`src/rtl/tsb_params.svh`:
```
// Offsets, field positions, codes and sizes of the status block builder.
`ifndef TSB_PARAMS_SVH
`define TSB_PARAMS_SVH

`define TSB_OFS_CMD 8'h00
`define TSB_OFS_CHAN 8'h04
`define TSB_OFS_RESULT 8'h08
`define TSB_OFS_CNT_LO 8'h0C
`define TSB_OFS_CNT_HI 8'h10
`define TSB_OFS_PEER 8'h14
`define TSB_OFS_WQCAP 8'h18
`define TSB_OFS_RQCAP 8'h1C
`define TSB_OFS_STAT 8'h20

`define TSB_FN_WRITE 8'h00
`define TSB_FN_READ 8'h40
`define TSB_FN_NOTICE 8'h42
`define TSB_FN_OPEN 8'hC1
`define TSB_FN_CLOSE 8'hC2

`define TSB_KIND_WRITE 3'h0
`define TSB_KIND_READ 3'h1
`define TSB_KIND_NOTICE 3'h2
`define TSB_KIND_OPEN 3'h3
`define TSB_KIND_CLOSE 3'h4

`define TSB_MGMT_ID 16'hFFFF
`define TSB_RESULT_OK 7'h00
`define TSB_CMD_ALLOW_BIT 8
`define TSB_RES_OOB_BIT 8
`define TSB_BLK_WORDS 6
`define TSB_IDX_LAST 3'h5
`define TSB_WQ_CAP 32'h0000_0008
`define TSB_RQ_CAP 32'h0000_0008
`define TSB_RESP_OKAY 2'h0
`define TSB_RESP_DECERR 2'h3

`endif

```
`src/rtl/tsb_pkg.sv`:
```
// Types shared by the status block builder modules.
`include "tsb_params.svh"
package tsb_pkg;
  typedef logic [31:0] tsb_word_t;
  typedef logic [2:0] tsb_kind_t;
  typedef struct packed {
    tsb_kind_t kind;
    logic [7:0] initiator_process_id;
    logic [7:0] target_endpoint_id;
    logic [6:0] status;
    logic oob;
    logic [15:0] cnt_hi;
    logic [31:0] cnt_lo;
    logic [7:0] peer_initiator_process_id;
    logic [7:0] peer_target_endpoint_id;
  } tsb_req_s;
endpackage

```
`src/rtl/tsb_regbus_if.sv`:
```
// Register access strobes between the bus slave and the block core.
interface tsb_regbus_if;
  logic wr_en;
  logic [7:0] wr_addr;
  logic [31:0] wr_data;
  logic [3:0] wr_strb;
  logic wr_err;
  logic rd_en;
  logic [7:0] rd_addr;
  logic [31:0] rd_data;
  logic rd_err;
  modport slave (output wr_en, wr_addr, wr_data, wr_strb, rd_en, rd_addr,
                 input wr_err, rd_data, rd_err);
  modport core (input wr_en, wr_addr, wr_data, wr_strb, rd_en, rd_addr,
                output wr_err, rd_data, rd_err);
endinterface

```
`src/rtl/tsb_block_format.sv`:
```
// Combinational layout of the six status block quadlets from one request.
module tsb_block_format
  import tsb_pkg::*;
#(
  parameter logic [31:0] WQ_CAP = `TSB_WQ_CAP,
  parameter logic [31:0] RQ_CAP = `TSB_RQ_CAP
) (
  input tsb_req_s req,
  output tsb_word_t words [`TSB_BLK_WORDS]
);
  always_comb begin
    for (int i = 0; i < `TSB_BLK_WORDS; i++) begin
      words[i] = 32'h0000_0000;
    end
    unique case (req.kind)
      `TSB_KIND_READ: begin
        words[0] = {req.initiator_process_id, req.target_endpoint_id, `TSB_FN_READ, req.oob, req.status};
        words[1] = {16'h0000, req.cnt_hi};
        words[2] = req.cnt_lo;
      end
      `TSB_KIND_NOTICE: begin
        words[0] = {req.initiator_process_id, req.target_endpoint_id, `TSB_FN_NOTICE, 1'b0, req.status};
        words[1] = {16'h0000, req.cnt_hi};
        words[2] = req.cnt_lo;
      end
      `TSB_KIND_OPEN: begin
        words[0] = {`TSB_MGMT_ID, `TSB_FN_OPEN, 1'b0, req.status};
        words[1] = {req.peer_initiator_process_id, req.peer_target_endpoint_id, 16'h0000};
        words[2] = WQ_CAP;
        words[3] = RQ_CAP;
      end
      `TSB_KIND_CLOSE: begin
        words[0] = {`TSB_MGMT_ID, `TSB_FN_CLOSE, 1'b0, req.status};
        words[1] = {req.peer_initiator_process_id, req.peer_target_endpoint_id, 16'h0000};
      end
      default: begin
        // Only the write kind reaches here; other codes are refused at launch.
        words[0] = {req.initiator_process_id, req.target_endpoint_id, `TSB_FN_WRITE, 1'b0, req.status};
        words[1] = {16'h0000, req.cnt_hi};
        words[2] = req.cnt_lo;
      end
    endcase
  end
endmodule

```
`src/rtl/tsb_axil_slave.sv`:
```
// AXI4-Lite slave that turns bus transfers into single-cycle register strobes.
module tsb_axil_slave (
  input wire logic aclk,
  input wire logic aresetn,
  input wire logic [7:0] s_axi_awaddr,
  input wire logic s_axi_awvalid,
  output logic s_axi_awready,
  input wire logic [31:0] s_axi_wdata,
  input wire logic [3:0] s_axi_wstrb,
  input wire logic s_axi_wvalid,
  output logic s_axi_wready,
  output logic [1:0] s_axi_bresp,
  output logic s_axi_bvalid,
  input wire logic s_axi_bready,
  input wire logic [7:0] s_axi_araddr,
  input wire logic s_axi_arvalid,
  output logic s_axi_arready,
  output logic [31:0] s_axi_rdata,
  output logic [1:0] s_axi_rresp,
  output logic s_axi_rvalid,
  input wire logic s_axi_rready,
  tsb_regbus_if.slave rb
);
  logic aw_held_q;
  logic w_held_q;
  logic [7:0] awaddr_q;
  logic [31:0] wdata_q;
  logic [3:0] wstrb_q;

  assign s_axi_awready = !aw_held_q && !s_axi_bvalid;
  assign s_axi_wready = !w_held_q && !s_axi_bvalid;
  assign s_axi_arready = !s_axi_rvalid;
  assign rb.wr_en = aw_held_q && w_held_q && !s_axi_bvalid;
  assign rb.wr_addr = awaddr_q;
  assign rb.wr_data = wdata_q;
  assign rb.wr_strb = wstrb_q;
  assign rb.rd_en = s_axi_arvalid && s_axi_arready;
  assign rb.rd_addr = {s_axi_araddr[7:2], 2'b00};

  ////////////////////////////////////////////////////////////////////////////
  // Address and data are held separately so they may arrive in either order.
  always_ff @(posedge aclk) begin
    if (!aresetn) begin
      aw_held_q <= 1'b0;
      w_held_q <= 1'b0;
      awaddr_q <= 8'h00;
      wdata_q <= 32'h0000_0000;
      wstrb_q <= 4'h0;
    end else if (rb.wr_en) begin
      aw_held_q <= 1'b0;
      w_held_q <= 1'b0;
    end else begin
      if (s_axi_awvalid && s_axi_awready) begin
        aw_held_q <= 1'b1;
        awaddr_q <= {s_axi_awaddr[7:2], 2'b00};
      end
      if (s_axi_wvalid && s_axi_wready) begin
        w_held_q <= 1'b1;
        wdata_q <= s_axi_wdata;
        wstrb_q <= s_axi_wstrb;
      end
    end
  end

  always_ff @(posedge aclk) begin
    if (!aresetn) begin
      s_axi_bvalid <= 1'b0;
      s_axi_bresp <= `TSB_RESP_OKAY;
    end else if (rb.wr_en) begin
      s_axi_bvalid <= 1'b1;
      s_axi_bresp <= rb.wr_err ? `TSB_RESP_DECERR : `TSB_RESP_OKAY;
    end else if (s_axi_bready) begin
      s_axi_bvalid <= 1'b0;
    end
  end

  always_ff @(posedge aclk) begin
    if (!aresetn) begin
      s_axi_rvalid <= 1'b0;
      s_axi_rdata <= 32'h0000_0000;
      s_axi_rresp <= `TSB_RESP_OKAY;
    end else if (rb.rd_en) begin
      s_axi_rvalid <= 1'b1;
      s_axi_rdata <= rb.rd_err ? 32'h0000_0000 : rb.rd_data;
      s_axi_rresp <= rb.rd_err ? `TSB_RESP_DECERR : `TSB_RESP_OKAY;
    end else if (s_axi_rready) begin
      s_axi_rvalid <= 1'b0;
    end
  end
endmodule

```
`src/rtl/tsb_status_builder.sv`:
```
// Status block builder: register file, launch control and quadlet streaming.
//
// Design decisions made here: the register addresses and the AXI4-Lite register port.
module tsb_status_builder
  import tsb_pkg::*;
#(
  parameter logic [31:0] WQ_CAP = `TSB_WQ_CAP,
  parameter logic [31:0] RQ_CAP = `TSB_RQ_CAP
) (
  input wire logic aclk,
  input wire logic aresetn,
  input wire logic [7:0] s_axi_awaddr,
  input wire logic s_axi_awvalid,
  output logic s_axi_awready,
  input wire logic [31:0] s_axi_wdata,
  input wire logic [3:0] s_axi_wstrb,
  input wire logic s_axi_wvalid,
  output logic s_axi_wready,
  output logic [1:0] s_axi_bresp,
  output logic s_axi_bvalid,
  input wire logic s_axi_bready,
  input wire logic [7:0] s_axi_araddr,
  input wire logic s_axi_arvalid,
  output logic s_axi_arready,
  output logic [31:0] s_axi_rdata,
  output logic [1:0] s_axi_rresp,
  output logic s_axi_rvalid,
  input wire logic s_axi_rready,
  output logic blk_valid,
  input wire logic blk_ready,
  output logic [31:0] blk_data,
  output logic blk_last,
  output logic busy
);
  typedef enum logic [1:0] {ST_IDLE, ST_BUILD, ST_SEND} tsb_state_e;

  tsb_regbus_if rb ();

  tsb_state_e state_q;
  logic [15:0] chan_q;
  logic [31:0] result_q;
  logic [31:0] cnt_lo_q;
  logic [15:0] cnt_hi_q;
  logic [15:0] peer_q;
  tsb_kind_t last_kind_q;
  logic refused_q;
  logic allow_q;
  logic [15:0] allow_chan_q;
  tsb_req_s req_q;
  tsb_word_t words [`TSB_BLK_WORDS];
  tsb_word_t buf_q [`TSB_BLK_WORDS];
  logic [2:0] idx_q;
  logic cmd_wr;
  tsb_kind_t cmd_kind;
  logic kind_ok;
  logic notice_ok;
  logic launch;
  logic xfer;

  function automatic logic [31:0] merge(input logic [31:0] old, input logic [31:0] nw,
                                        input logic [3:0] strb);
    logic [31:0] r;
    r = old;
    for (int b = 0; b < 4; b++) begin
      if (strb[b]) begin
        r[b*8 +: 8] = nw[b*8 +: 8];
      end
    end
    return r;
  endfunction

  ////////////////////////////////////////////////////////////////////////////
  // Bus slave and block formatter.
  tsb_axil_slave u_slave (
    .aclk(aclk),
    .aresetn(aresetn),
    .s_axi_awaddr(s_axi_awaddr),
    .s_axi_awvalid(s_axi_awvalid),
    .s_axi_awready(s_axi_awready),
    .s_axi_wdata(s_axi_wdata),
    .s_axi_wstrb(s_axi_wstrb),
    .s_axi_wvalid(s_axi_wvalid),
    .s_axi_wready(s_axi_wready),
    .s_axi_bresp(s_axi_bresp),
    .s_axi_bvalid(s_axi_bvalid),
    .s_axi_bready(s_axi_bready),
    .s_axi_araddr(s_axi_araddr),
    .s_axi_arvalid(s_axi_arvalid),
    .s_axi_arready(s_axi_arready),
    .s_axi_rdata(s_axi_rdata),
    .s_axi_rresp(s_axi_rresp),
    .s_axi_rvalid(s_axi_rvalid),
    .s_axi_rready(s_axi_rready),
    .rb(rb.slave)
  );

  tsb_block_format #(
    .WQ_CAP(WQ_CAP),
    .RQ_CAP(RQ_CAP)
  ) u_format (
    .req(req_q),
    .words(words)
  );

  ////////////////////////////////////////////////////////////////////////////
  // Register writes. Field registers stay writable while a block is sent,
  // because the block works from its own latched copy.
  always_ff @(posedge aclk) begin
    if (!aresetn) begin
      chan_q <= 16'h0000;
      result_q <= 32'h0000_0000;
      cnt_lo_q <= 32'h0000_0000;
      cnt_hi_q <= 16'h0000;
      peer_q <= 16'h0000;
    end else if (rb.wr_en) begin
      unique case (rb.wr_addr)
        `TSB_OFS_CHAN: chan_q <= 16'(merge({16'h0000, chan_q}, rb.wr_data, rb.wr_strb));
        `TSB_OFS_RESULT: result_q <= merge(result_q, rb.wr_data, rb.wr_strb);
        `TSB_OFS_CNT_LO: cnt_lo_q <= merge(cnt_lo_q, rb.wr_data, rb.wr_strb);
        `TSB_OFS_CNT_HI: cnt_hi_q <= 16'(merge({16'h0000, cnt_hi_q}, rb.wr_data, rb.wr_strb));
        `TSB_OFS_PEER: peer_q <= 16'(merge({16'h0000, peer_q}, rb.wr_data, rb.wr_strb));
        default: begin
        end
      endcase
    end
  end

  assign rb.wr_err = !(rb.wr_addr inside {`TSB_OFS_CMD, `TSB_OFS_CHAN, `TSB_OFS_RESULT,
                       `TSB_OFS_CNT_LO, `TSB_OFS_CNT_HI, `TSB_OFS_PEER, `TSB_OFS_WQCAP,
                       `TSB_OFS_RQCAP, `TSB_OFS_STAT});

  ////////////////////////////////////////////////////////////////////////////
  // Launch decision. A notice is only let through for the channel whose
  // open request allowed notices; anything else is dropped and flagged.
  assign cmd_wr = rb.wr_en && (rb.wr_addr == `TSB_OFS_CMD) && rb.wr_strb[0];
  assign cmd_kind = rb.wr_data[2:0];
  assign kind_ok = cmd_kind inside {`TSB_KIND_WRITE, `TSB_KIND_READ, `TSB_KIND_NOTICE,
                                    `TSB_KIND_OPEN, `TSB_KIND_CLOSE};
  assign notice_ok = allow_q && (allow_chan_q == chan_q);
  assign launch = cmd_wr && (state_q == ST_IDLE) && kind_ok &&
                  ((cmd_kind != `TSB_KIND_NOTICE) || notice_ok);

  always_ff @(posedge aclk) begin
    if (!aresetn) begin
      refused_q <= 1'b0;
      last_kind_q <= `TSB_KIND_WRITE;
    end else if (cmd_wr) begin
      refused_q <= !launch;
      last_kind_q <= cmd_kind;
    end
  end

  always_ff @(posedge aclk) begin
    if (!aresetn) begin
      allow_q <= 1'b0;
      allow_chan_q <= 16'h0000;
    end else if (launch && cmd_kind == `TSB_KIND_OPEN) begin
      allow_q <= rb.wr_data[`TSB_CMD_ALLOW_BIT];
      allow_chan_q <= peer_q;
    end else if (launch && cmd_kind == `TSB_KIND_CLOSE && peer_q == allow_chan_q) begin
      allow_q <= 1'b0;
    end
  end

  ////////////////////////////////////////////////////////////////////////////
  // Request latch and sequencing. The whole block is copied into the send
  // buffer before the first quadlet is offered; costs one cycle of latency.
  always_ff @(posedge aclk) begin
    if (!aresetn) begin
      req_q <= '0;
    end else if (launch) begin
      req_q.kind <= cmd_kind;
      req_q.initiator_process_id <= chan_q[15:8];
      req_q.target_endpoint_id <= chan_q[7:0];
      req_q.status <= result_q[6:0];
      req_q.oob <= result_q[`TSB_RES_OOB_BIT];
      req_q.cnt_hi <= cnt_hi_q;
      req_q.cnt_lo <= cnt_lo_q;
      req_q.peer_initiator_process_id <= peer_q[15:8];
      req_q.peer_target_endpoint_id <= peer_q[7:0];
    end
  end

  assign xfer = blk_valid && blk_ready;

  always_ff @(posedge aclk) begin
    if (!aresetn) begin
      state_q <= ST_IDLE;
      idx_q <= 3'h0;
    end else begin
      unique case (state_q)
        ST_IDLE: if (launch) state_q <= ST_BUILD;
        ST_BUILD: begin
          state_q <= ST_SEND;
          idx_q <= 3'h0;
        end
        ST_SEND: if (xfer) begin
          idx_q <= idx_q + 3'h1;
          if (blk_last) state_q <= ST_IDLE;
        end
      endcase
    end
  end

  always_ff @(posedge aclk) begin
    if (!aresetn) begin
      for (int i = 0; i < `TSB_BLK_WORDS; i++) buf_q[i] <= 32'h0000_0000;
    end else if (state_q == ST_BUILD) begin
      buf_q <= words;
    end else if (xfer) begin
      for (int i = 0; i < `TSB_BLK_WORDS - 1; i++) buf_q[i] <= buf_q[i+1];
      buf_q[`TSB_BLK_WORDS-1] <= 32'h0000_0000;
    end
  end

  assign blk_valid = (state_q == ST_SEND);
  assign blk_last = blk_valid && (idx_q == `TSB_IDX_LAST);
  assign blk_data = buf_q[0];
  assign busy = (state_q != ST_IDLE);

  ////////////////////////////////////////////////////////////////////////////
  // Register reads.
  always_comb begin
    rb.rd_err = 1'b0;
    unique case (rb.rd_addr)
      `TSB_OFS_CMD: rb.rd_data = {29'h0000_0000, last_kind_q};
      `TSB_OFS_CHAN: rb.rd_data = {16'h0000, chan_q};
      `TSB_OFS_RESULT: rb.rd_data = result_q;
      `TSB_OFS_CNT_LO: rb.rd_data = cnt_lo_q;
      `TSB_OFS_CNT_HI: rb.rd_data = {16'h0000, cnt_hi_q};
      `TSB_OFS_PEER: rb.rd_data = {16'h0000, peer_q};
      `TSB_OFS_WQCAP: rb.rd_data = WQ_CAP;
      `TSB_OFS_RQCAP: rb.rd_data = RQ_CAP;
      `TSB_OFS_STAT: rb.rd_data = {allow_chan_q, 13'h0000, allow_q, refused_q, busy};
      default: begin
        rb.rd_data = 32'h0000_0000;
        rb.rd_err = 1'b1;
      end
    endcase
  end

  ////////////////////////////////////////////////////////////////////////////
  // Checks.
  a_launch_to_valid: assert property (@(posedge aclk) disable iff (!aresetn)
    launch |-> ##1 !blk_valid ##1 blk_valid && idx_q == 3'h0)
    else $error("Block not offered two cycles after launch.");

  a_hold_stable: assert property (@(posedge aclk) disable iff (!aresetn)
    blk_valid && !blk_ready |=> blk_valid && $stable(blk_data) && $stable(idx_q))
    else $error("Stalled quadlet changed.");

  a_last_sixth: assert property (@(posedge aclk) disable iff (!aresetn)
    blk_valid && blk_ready && blk_last |=> !blk_valid && !busy)
    else $error("Block did not end after the sixth quadlet.");

  a_mgmt_ident: assert property (@(posedge aclk) disable iff (!aresetn)
    blk_valid && idx_q == 3'h0 && req_q.kind inside {`TSB_KIND_OPEN, `TSB_KIND_CLOSE}
    |-> blk_data[31:16] == `TSB_MGMT_ID && blk_data[7] == 1'b0)
    else $error("Management block lacks FFFF identifier or zero tag.");

  a_chan_echo: assert property (@(posedge aclk) disable iff (!aresetn)
    blk_valid && idx_q == 3'h0 && req_q.kind inside {`TSB_KIND_WRITE, `TSB_KIND_READ}
    |-> blk_data[31:16] == {req_q.initiator_process_id, req_q.target_endpoint_id} && blk_data[6:0] == req_q.status)
    else $error("Channel pair or result code wrong.");

  a_tag_zero: assert property (@(posedge aclk) disable iff (!aresetn)
    blk_valid && idx_q == 3'h0 && req_q.kind == `TSB_KIND_WRITE
    |-> blk_data[15:7] == {`TSB_FN_WRITE, 1'b0})
    else $error("Write block function or tag wrong.");

  a_read_tag: assert property (@(posedge aclk) disable iff (!aresetn)
    blk_valid && idx_q == 3'h0 && req_q.kind == `TSB_KIND_READ
    |-> blk_data[15:7] == {`TSB_FN_READ, req_q.oob})
    else $error("Read block function or tag wrong.");

  a_count_low: assert property (@(posedge aclk) disable iff (!aresetn)
    blk_valid && idx_q == 3'h2 && req_q.kind inside {`TSB_KIND_WRITE, `TSB_KIND_READ,
    `TSB_KIND_NOTICE} |-> blk_data == req_q.cnt_lo)
    else $error("Byte count low part wrong.");

  a_open_caps: assert property (@(posedge aclk) disable iff (!aresetn)
    blk_valid && blk_ready && idx_q == 3'h2 && req_q.kind == `TSB_KIND_OPEN
    |-> blk_data == WQ_CAP ##1 blk_data == RQ_CAP)
    else $error("Queue capacities wrong.");

  a_notice_gate: assert property (@(posedge aclk) disable iff (!aresetn)
    launch && cmd_kind == `TSB_KIND_NOTICE |-> allow_q && allow_chan_q == chan_q)
    else $error("Notice launched on a channel without permission.");

  a_notice_refused: assert property (@(posedge aclk) disable iff (!aresetn)
    cmd_wr && (cmd_kind > 3'h4 || (cmd_kind == `TSB_KIND_NOTICE &&
    !(allow_q && allow_chan_q == chan_q))) |=> refused_q && state_q != ST_BUILD)
    else $error("Refused command was not flagged or still launched.");
endmodule

```
`config.mk`:
```
export PLATFORM = sky130hd
export DESIGN_NAME = tsb_status_builder
export DESIGN_NICKNAME = d
export VERILOG_FILES = /design/src/rtl/tsb_pkg.sv /design/src/rtl/tsb_regbus_if.sv /design/src/rtl/tsb_block_format.sv /design/src/rtl/tsb_axil_slave.sv /design/src/rtl/tsb_status_builder.sv
export VERILOG_INCLUDE_DIRS = /design/src /design/src/rtl
export SDC_FILE = /design/constraint.sdc
export NUM_CORES = 1
export LEC_CHECK = 0
export BUFFER_PORTS_ARGS = -buffer_cell sky130_fd_sc_hd__buf_4
export CAP_MARGIN = 20
export CORE_ASPECT_RATIO = 1.1
export CORE_UTILIZATION = 35
export CTS_CLUSTER_DIAMETER = 120
export DETAILED_ROUTE_END_ITERATION = 7
export PLACE_DENSITY = 0.64
export SYNTH_ARGS = -nofsm -noshare
export SYNTH_HDL_FRONTEND = slang
export SYNTH_SLANG_ARGS = --single-unit
```
`constraint.sdc`:
```
create_clock -name aclk -period 2.1 [get_ports aclk]
set_clock_uncertainty 0.2 [all_clocks]
set_input_delay 0.42 -clock aclk [delete_from_list [all_inputs] [get_ports aclk]]
set_output_delay 0.42 -clock aclk [all_outputs]
set_load 0.05 [all_outputs]
```
**Word level (Yosys, flattened, before mapping)**

Cells that the tools add are included.

- $add $sub $neg: 1
- Eq/ne operators: 33
- Mux-type cells: 21
- Bitwise gates (word level): 2
- Reduce and logical (&&, ||, !) cells: 57

Operators by type and width:

| operator | count |
|---|---|
| 192-bit two-way mux | 2 |
| 32-bit case mux with 8 select lines | 1 |
| 64-bit case mux with 4 select lines | 1 |
| 32-bit case mux with 2 select lines | 1 |
| 6-bit by 3-bit equality test with 1-bit output (second input constant) | 8 |
| 3-bit AND reduction | 15 |
| 16-bit equality test | 2 |
| 32-bit two-way mux | 1 |
| 6-bit by 2-bit equality test with 1-bit output (second input constant) | 4 |
| 1-bit logical AND | 18 |
| 8-bit logical NOT | 2 |
| 3-bit by 2-bit equality test with 1-bit output (second input constant) | 4 |
| 6-bit by 1-bit equality test with 1-bit output (second input constant) | 2 |
| 6-bit by 4-bit equality test with 1-bit output (second input constant) | 2 |
| 2-bit nonzero test | 6 |
| 2-bit two-way mux | 5 |
| 3-bit equality test (second input constant) | 3 |
| 9-bit nonzero test | 1 |
| 9-bit OR reduction | 1 |
| 3-bit by 1-bit equality test with 1-bit output (second input constant) | 2 |
| 1-bit two-way mux | 6 |
| 2-bit case mux with 3 select lines | 1 |
| 3-bit case mux with 2 select lines | 1 |
| 2-bit AND reduction | 3 |
| other kinds (15) | 22 |

- Flip-flop bits (word level): 439
- Input bits: 60
- Logic and storage cells: 157

**Logic depth before layout (Yosys ltp)**

Gate-level depths: netlist (run 1).

- Word-level depth: 11
- Gate-level depth with buffers: 11
- Mapped depth without buffers: 7

**Hierarchy**

A second synthesis (run 1) with hierarchy kept.

- Cell total of the unflattened synthesis: 2940
- Area total of the unflattened synthesis: 23577.6 µm²

Modules (own cells, without submodules):

| module | times used | cells each | area each (µm²) | sequential area each (µm²) |
|---|---|---|---|---|
| tsb_status_builder | 1 | 2359 | 18928.2 | 8428.1 |
| tsb_axil_slave | 1 | 373 | 3220.6 | 1601.5 |
| tsb_block_format | 1 | 208 | 1428.9 | 0.0 |

**Worst setup path after synthesis (run 1)**

No wires, ideal clock.

- Kind: register -> register
- From: register state_q[0]
- To: register buf_q, in the netlist blk_data[16]
- Library setup time: 0.059 ns
- Arrival: 2.305 ns
- Setup slack: -0.464 ns
- Stages on the path, launching flop included: 11
- Path buffers: 4
- Path through: dfxtp_1 inv_1 ha_1 clkbuf_1 and2_1 clkbuf_1 clkbuf_1 buf_1 nor2_1 nor2_1 o221a_2

- Word-level cells in the longest chain between the ends: 3
- Elaborated cells on any way between the ends: 5
- Classes of those cells: eq/ne (2); mux (1); reduce/logical (2)

RTL lines:

| element | RTL line | source |
|---|---|---|
| start, declared | tsb_status_builder.sv:39 | `tsb_state_e state_q;` |
| start signal, assigned | tsb_status_builder.sv:188 | `state_q <= ST_IDLE;` |
| start signal, assigned | tsb_status_builder.sv:192 | `ST_IDLE: if (launch) state_q <= ST_BUILD;` |
| start signal, assigned | tsb_status_builder.sv:194 | `state_q <= ST_SEND;` |
| 2-bit equality test | tsb_status_builder.sv:216 | `assign blk_valid = (state_q == ST_SEND);` |
| named net blk_valid | tsb_status_builder.sv:29 | `output logic blk_valid,` |
| 1-bit logical AND | tsb_status_builder.sv:184 | `assign xfer = blk_valid && blk_ready;` |
| 2-bit nonzero test (no source line) | n/a |  |
| end signal, assigned | tsb_status_builder.sv:209 | `buf_q <= words;` |
| end, declared | tsb_status_builder.sv:51 | `` tsb_word_t buf_q [`TSB_BLK_WORDS]; `` |

The timed path passes the listed nets, and every way through them passes these cells.
A chain may end at the register's enable or synchronous reset.

**Final worst setup path (run 1)**

- From: register u_slave.s_axi_bvalid
- To: register req_q[51] in the netlist's numbering

- Word-level cells in the longest chain between the ends: 7

RTL lines:

| element | RTL line | source |
|---|---|---|
| start, declared | tsb_axil_slave.sv:13 | `output logic s_axi_bvalid,` |
| start signal, assigned | tsb_axil_slave.sv:67 | `s_axi_bvalid <= 1'b0;` |
| start signal, assigned | tsb_axil_slave.sv:70 | `s_axi_bvalid <= 1'b1;` |
| start signal, assigned | tsb_axil_slave.sv:73 | `s_axi_bvalid <= 1'b0;` |
| 1-bit logical NOT | tsb_axil_slave.sv:33 | `assign rb.wr_en = aw_held_q && w_held_q && !s_axi_bvalid;` |
| 1-bit logical AND | tsb_axil_slave.sv:33 |  |
| 1-bit logical AND (2 in a row) | tsb_status_builder.sv:135 | `` assign cmd_wr = rb.wr_en && (rb.wr_addr == `TSB_OFS_CMD) && rb.wr_strb[0]; `` |
| 1-bit logical AND (3 in a row) | tsb_status_builder.sv:140 | `assign launch = cmd_wr && (state_q == ST_IDLE) && kind_ok &&` |
| end, declared | tsb_status_builder.sv:49 | `tsb_req_s req_q;` |

Every way passes these cells.

==> run_results.csv, run 1 <==
group,metric,value,unit
sta,rsz0062_at_grt,"true",
synthesis,synthTopCellsByArea,"dfxtp_1, nand2_1, mux2i_1",
clock_tree,clk_path_buf_depth,3,
synthesis,synth-edff-count,0,
sta,max_freq,463,MHz
clock_tree,cts_tree,"built",
finish,diodes,0,
placement,io_buffer_count,131,
run_status,violations,"setup timing",
synthesis,synth_seq_area_share,0.456,
synthesis,netlist_area,17800,sq um
sta,slew_violations,0,
drt,drc,0,
clock_tree,htree_levels,2,
placement,dp_hpwl,40000,um
global_route,grt_max_degree,73,
synthesis,netlist.area_leader.share,0.456,
worst_setup_path,crit_arrival,2.44,ns
pwr,p_total,0.0187,W
floorplanning,core_area,50300,sq um
pwr,p_per_area,831,nW/um^2
sta,tns,-1.65,ns
synthesis,netlist_instances,2049,
synthesis,avgSynthCellArea,8.70,sq um
clock_tree,cts_inserted_buffers,43,
global_route,antenna_found_initial,0,
floorplanning,rows,86,
sta,period_minus_slack,2.16,ns
global_route,grt_pass1_wl,84000,um
sta,finalSetupViolCount,71,
sta,final_hold_viol_count,0,
drt,wl_per_cell,19.0,um
synthesis,syn_nets,2114,
placement,routabilityCongestion,0.890,
finish,fin_cells,2936,
drt,num_vias,14900,
synthesis,synth_warnings,0,
drt,via_per_inst,5.09,
floorplanning,ioPinCount,136,
drt,ant_nets,0,
worst_setup_path,end_kind,"flop",
global_route,grt_usage,0.212,
finish,fin_util,0.448,
global_route,first_global_vias,14100,
sta,worst_pin_slew,0.537,ns
pwr,worst_ir_drop_vdd,0.000446,V
floorplanning,die_x,217,um
clock_tree,cts_root_buf,"clkbuf_16",
sta,setup_ws,-0.0585,ns
sta,relSlewSlack,0.642,
synthesis,async_reset_ff_frac,0,
clock_tree,clkLatencyLatePin,0.57,ns
worst_setup_path,start_kind,"flop",
placement,dp_cells,2807,
synthesis,ys_types,55,
synthesis,synth_top_flop_cell,"dfxtp_1",
floorplanning,die_y,239,um
drt,dr.pass1.iters,8,
synthesis,synth_seq_cells,406,
clock_tree,cts.sink_count,406,
job,cap_violations,0,
worst_hold_path,hold_class,"input port to flop",
worst_setup_path,path_max_fanout,30,
drt,routed_wl,55700,um
run_status,outcome,"complete, but fails checks",
finish,num-nets-final,2312,
worst_setup_path,crit_required,2.38,ns
floorplanning,start_util,0.355,
sta,fin_crit_sh,1.03,
finish,final_layout_size_suffix_gt1_frac,0.206,
pwr,power.leakage,9.22,nW
clock_tree,clk_pin_slew,0.06,ns
finish,area_delta_synth_final,26.3,%
drt,drt-initial-drc-count,1123,
worst_setup_path,critPathKind,"flop to flop",
global_route,grt_remaining_overflow,0,
floorplanning,die_area,51900,sq um
synthesis,synth_area_leader_cell,"dfxtp_1",
worst max-delay path: stages, from the launching register on:
cell      delay, ns
dfxtp_4        0.34
and3b_2        0.27
and4_1         0.23
buf_6          0.13
buf_6          0.12
o2bb2a_4       0.29
buf_12         0.25
mux2i_1        0.23
final timing paths:
check	end	slack (ns)	startpoint	cells after the start
hold reg to reg	blk_data[11]	0.26	blk_data[11]	2
hold / removal	idx_q[2]	0.07	blk_ready	3
setup reg to reg	req_q[51]	-0.06	u_slave.s_axi_bvalid	7
setup / recovery	req_q[51]	-0.06	u_slave.s_axi_bvalid	7
synth_stat cells, types with 2 or more instances:
master    number
nor2b_1      127
o221a_2       16
ha_1           5
nor2_2         2
mux2_2        43
a31oi_1        2
xor2_1        18
mux2i_1      161
a21boi_0     121
or3_1          2
nor4_1         5
buf_2         11
nand3b_1       4
clkbuf_1     127
nand3_1       37
nor3_1         3
buf_6          8
a22o_1         3
o22ai_1        3
inv_1          8
a22oi_1       48
nor4_4         2
a222oi_1      12
a21boi_1       6
and2_1        47
dfxtp_1      406
a21oi_1       80
and3_1         4
nand4_1        6
nor3_2         2
nor3b_1        3
nor2_1        65
nor3b_2        2
o21ai_0       52
nand2b_1       6
nand2_1      530
buf_1          3
o211a_1        3
buf_4         35
xnor2_1       16
cells by family (layout without fill, tap and decap cells):
| logic type | count (synthesis) | in the layout | share of synthesized area |
|---|---|---|---|
| buf+inv | 192 | 419 | 0.0519 |
| flops | 406 | 406 | 0.456 |
| xor+xnor | 34 | 34 | 0.0167 |
| fa+ha+maj | 5 | 5 | 0.00351 |
| mux | 204 | 204 | 0.118 |
| simple gates | 852 | 852 | 0.217 |
| compound gates | 356 | 356 | 0.138 |
layout make-up:
class	count	area [sq um]
inverter	8	32.5
multi-input combinational	1451	8950
clock inverter	19	270
fill	4750	27700
clock buffer	55	1220
sequential	406	8130
tap	660	826
timing repair buffer	337	3090
sequential cells by signal (all words and copies together) (netlist names), 6 cells and up:
name,flops
buf_q,65
blk_data,32
u_slave.rb.wr_data,32
chan_q,16
req_q,91
u_slave.rb.wr_addr,6
u_slave.s_axi_rdata,32
cnt_hi_q,16
peer_q,16
result_q,32
allow_chan_q,16
cnt_lo_q,32
cell usage in the layout, fill, tap and decap left out, types with 4 or more instances in the layout:
cell type        n
inv_1            5
and2_1          42
a222oi_1        12
xnor2_1         16
nand3b_1         4
xor2_1          18
clkbuf_16       45
o221a_2         16
a21boi_0        63
dlygate4sd3_1   45
nand3_1         36
nand2b_1         5
nor2_1          63
clkbuf_1         4
buf_12          25
a21oi_1         80
o21ai_0         51
nand4_1          6
bufinv_16        7
buf_6           12
mux2i_1        160
buf_4          248
nor2b_1        127
clkbuf_8         6
nor2_2           4
dfxtp_1        403
a22oi_1         48
nor4_1           4
nand2_1        520
buf_8            4
a21boi_1        61
clkinv_2        12
nand2_2          7
and2_4           5
mux2_2          43
metrics by stage:
stage,instance area (sq um),setup WS [ns],hold WS (ns)
detailed placement,20300,-0.164,0.248
CTS,22400,-0.0762,0.0398
floorplan,17900,-0.0207,0.228
finish,22500,-0.0585,0.0657
global placement,20300,-0.184,0.240
global route,22500,-0.152,0.0632
per-layer routing:
layer,part of all wire,GRT usage,vias up
li1,-,-,7266
met1,0.45,0.279,7128
met2,0.45,0.336,438
met3,0.047,0.0294,115
met4,0.053,0.111,0
met5,0,0,-
power breakdown:
| group | total, W | leakage, nW | switching, W | internal, W |
|---|---|---|---|---|
| Combinational | 0.00256 | 5.19 | 0.00159 | 0.000976 |
| Clock | 0.00807 | 0.748 | 0.00312 | 0.00495 |
| Sequential | 0.00809 | 3.28 | 0.000191 | 0.00789 |
what timing repair did:
action                                  CTS  global route
pin swaps                                 3            18
endpoints found under the setup margin  178           189
buffers inserted                          3             5
resized for setup                        47            74
gates cloned                              2             0
hold buffers                             45             0
endpoints found under the hold margin    44             0
Note: power is estimated with default switching activity, not from simulation.
==> run 2: changes to the inputs <==
- SYNTH_HIERARCHICAL: unset -> 1
==> run 2 against run 1 <==
The flow still finishes with violations (setup timing). Die area is 32% higher. Hold slack worse by 0.037 ns. Clock-buffer cell count is 17 higher. Via count is 32% higher. Final cell count is 37% higher. Routed wire length is 21% higher. Register-to-register slack worse by 0.06 ns. Critical endpoint is now blk_last.
==> run_results.csv, run 2 <==
group,metric,value,unit
run_status,outcome,"complete, but fails checks",
run_status,violations,"setup timing",
global_route,grt_pass1_wl,102000,um
placement,routabilityCongestion,0.874,
placement,dp_hpwl,44600,um
drt,wl_per_cell,16.7,um
synthesis,synth_top_family_by_area,"simple AND/OR/NAND/NOR gates",
drt,routed_wl,67100,um
global_route,use_met3,0.0294,
pwr,p_total,0.0220,W
worst_setup_path,r2r_slack,-0.12,ns
placement,dp_cells,3844,
synthesis,synth_seq_cells,501,
floorplanning,die_y,274,um
global_route,grt_use_met2,0.291,
worst_setup_path,start_kind,"flop",
global_route,antenna_found_initial,0,
synthesis,synth_simple_gate_area_share,0.262,
worst_setup_path,slowest_stage,"dfxtp_2",
drt,num_vias,19800,
worst_setup_path,reg2reg_from,"chan_q[4]",
sta,setup_ws,-0.179,ns
clock_tree,cts_root_buf,"clkbuf_16",
clock_tree,clk_path_buf_depth,3,
clock_tree,cts.sink_count,501,
finish,final_cell_mix,"nand2_1, dfxtp_1, a21oi_1",
worst_setup_path,critPathKind,"flop to output pin",
pwr,worst_ir_drop_vdd,0.000567,V
worst_setup_path,path_max_fanout,2,
worst_hold_path,hold_class,"input port to flop",
worst_setup_path,cpPeakStageDelay,0.33,ns
synthesis,netlist.area_leader.share,0.425,
synthesis,synthTopCellsByCount,"nand2_1, dfxtp_1, a21oi_1",
sta,hold-worst-slack,0.0287,ns
finish,fin_util,0.437,
finish,largestRegisters,"buf_q: 160 flops, req_q: 91 flops",
sta,relSlewSlack,0.661,
synthesis,avgSynthCellArea,8.02,sq um
global_route,grt_remaining_overflow,0,
finish,largest_reg_flops,160,
synthesis,synth_fa_ha_area_frac,0.00265,
synthesis,synth-edff-count,0,
finish,area_delta_synth_final,23.4,%
finish,num-nets-final,3186,
synthesis,synth_top_flop_cell,"dfxtp_1",
sta,fin_crit_sh,1.09,
clock_tree,cts_tree,"built",
sta,max_freq,439,MHz
worst_setup_path,end_kind,"output pin",
global_route,first_global_vias,18200,
sta,final_hold_viol_count,0,
synthesis,synth.most_common_cell,"nand2_1",
pwr,p_per_area,756,nW/um^2
floorplanning,start_util,0.354,
sta,slew_violations,0,
floorplanning,rows,99,
synthesis,synth_compound_area_frac,0.159,
global_route,grt_busiest_layer,"met2",
sta,finalSetupViolCount,96,
drt,drt-initial-drc-count,1607,
floorplanning,die_x,249,um
floorplanning,ioPinCount,136,
drt,via_per_inst,4.92,
synthesis,synth_seq_area_share,0.425,
synthesis,netlist_area,23600,sq um
synthesis,ys_types,54,
synthesis,synthXorXnorAreaFrac,0.0119,
finish,mostFrequentLayoutCell,"nand2_1",
finish,final_layout_size_suffix_gt1_frac,0.165,
drt,ant_nets,0,
finish,fin_cells,4019,
finish,largest-register,"buf_q",
drt,drc,0,
global_route,grt_usage,0.187,
worst_hold_path,min_from,"aresetn",
worst_setup_path,path_cells,"inv_2 > buf_6 > ha_4 > buf_6 > and3_4 > buf_8",
synthesis,synth_area_leader_cell,"dfxtp_1",
global_route,grt_max_degree,83,
placement,io_buffer_count,131,
synthesis,netlist_instances,2940,
synthesis,synthTopCellsByArea,"dfxtp_1, nand2_1, nor2b_1",
clock_tree,clkLatencyLatePin,0.60,ns
floorplanning,core_area,66500,sq um
clock_tree,htree_levels,2,
worst_setup_path,crit_required,1.48,ns
worst_setup_path,crit_arrival,1.66,ns
sta,rsz0062_at_grt,"true",
clock_tree,cts_inserted_buffers,51,
synthesis,async_reset_ff_frac,0,
drt,dr.pass1.iters,8,
worst_setup_path,cpMostUsedCell,"buf_6",
worst_setup_path,cp-startpoint,"state_q[0]",
sta,period_minus_slack,2.28,ns
synthesis,synthMuxAreaShare,0.0455,
global_route,use_met1,0.251,
synthesis,synth_warnings,6,
job,cap_violations,0,
sta,tns,-6.43,ns
finish,diodes,0,
sta,worst_pin_slew,0.508,ns
pwr,power.leakage,11.6,nW
floorplanning,die_area,68400,sq um
clock_tree,clk_pin_slew,0.06,ns
[run 2: layout make-up]
type / instances / area, sq um
sequential: 501 / 10000
clock buffer: 72 / 1490
clock inverter: 21 / 250
fill: 6394 / 37400
timing repair buffer: 388 / 3980
inverter: 28 / 105
multi-input combinational: 2151 / 12200
tap: 858 / 1070
[run 2: critical path: cells and delay by family, from the launching register on]
kind | cells | cell delay [ns]
fa+ha+maj | 1 | 0.15
buf+inv | 4 | 0.40
flops | 1 | 0.33
simple gates | 1 | 0.17
[run 2: cell families (layout without fill, tap and decap cells)]
logic type / count (synthesis) / count (layout)
AO/OA/AOI/OAI: 623 / 623
flip-flops: 501 / 501
multiplexers: 107 / 107
AND/OR/NAND/NOR: 1280 / 1281
other: 2 / 103
buffers and inverters: 390 / 509
adder cells (fa/ha/maj): 5 / 5
XOR/XNOR: 32 / 32
[run 2: where the power goes]
part | switching [W] | internal (W) | total, W | leakage (nW)
logic | 0.00116 | 0.000959 | 0.00211 | 6.66
clock network | 0.00394 | 0.00554 | 0.00948 | 0.860
registers | 0.000347 | 0.0100 | 0.0104 | 4.05
total | 0.00544 | 0.0165 | 0.0220 | 11.6
[run 2: per-stage QoR]
| stage | setup WS [ns] | area [sq um] |
|---|---|---|
| 2_1_floorplan | -0.0763 | 24100 |
| 3_5_place_dp | -0.148 | 25900 |
| 3_3_place_gp | -0.135 | 25900 |
| 6_report | -0.179 | 29100 |
| 4_1_cts | -0.218 | 28600 |
| 5_1_grt | -0.225 | 29100 |
[run 2: final timing paths]
check / cells after the start / end
setup reg to reg: 9 / req_q[52]
hold / removal: 3 / u_slave/rb.wr_data[15]
hold reg to reg: 2 / result_q[28]
setup / recovery: 6 / blk_last
[run 2: metal layers]
layer  vias to the layer above  share of wire  wire length, um
met1                      9167           0.45            30200
li1                       9899              -                -
met3                       131          0.060             4020
met4                         0          0.045             2990
met5                         -              0                0
met2                       561           0.45            29900
[run 2: what timing repair did]
action,in CTS,in global routing
resized for setup,56,114
endpoints found under the hold margin,44,0
hold buffers,46,0
gates cloned,8,10
buffers inserted,12,13
endpoints found under the setup margin,141,304
pin swaps,18,35
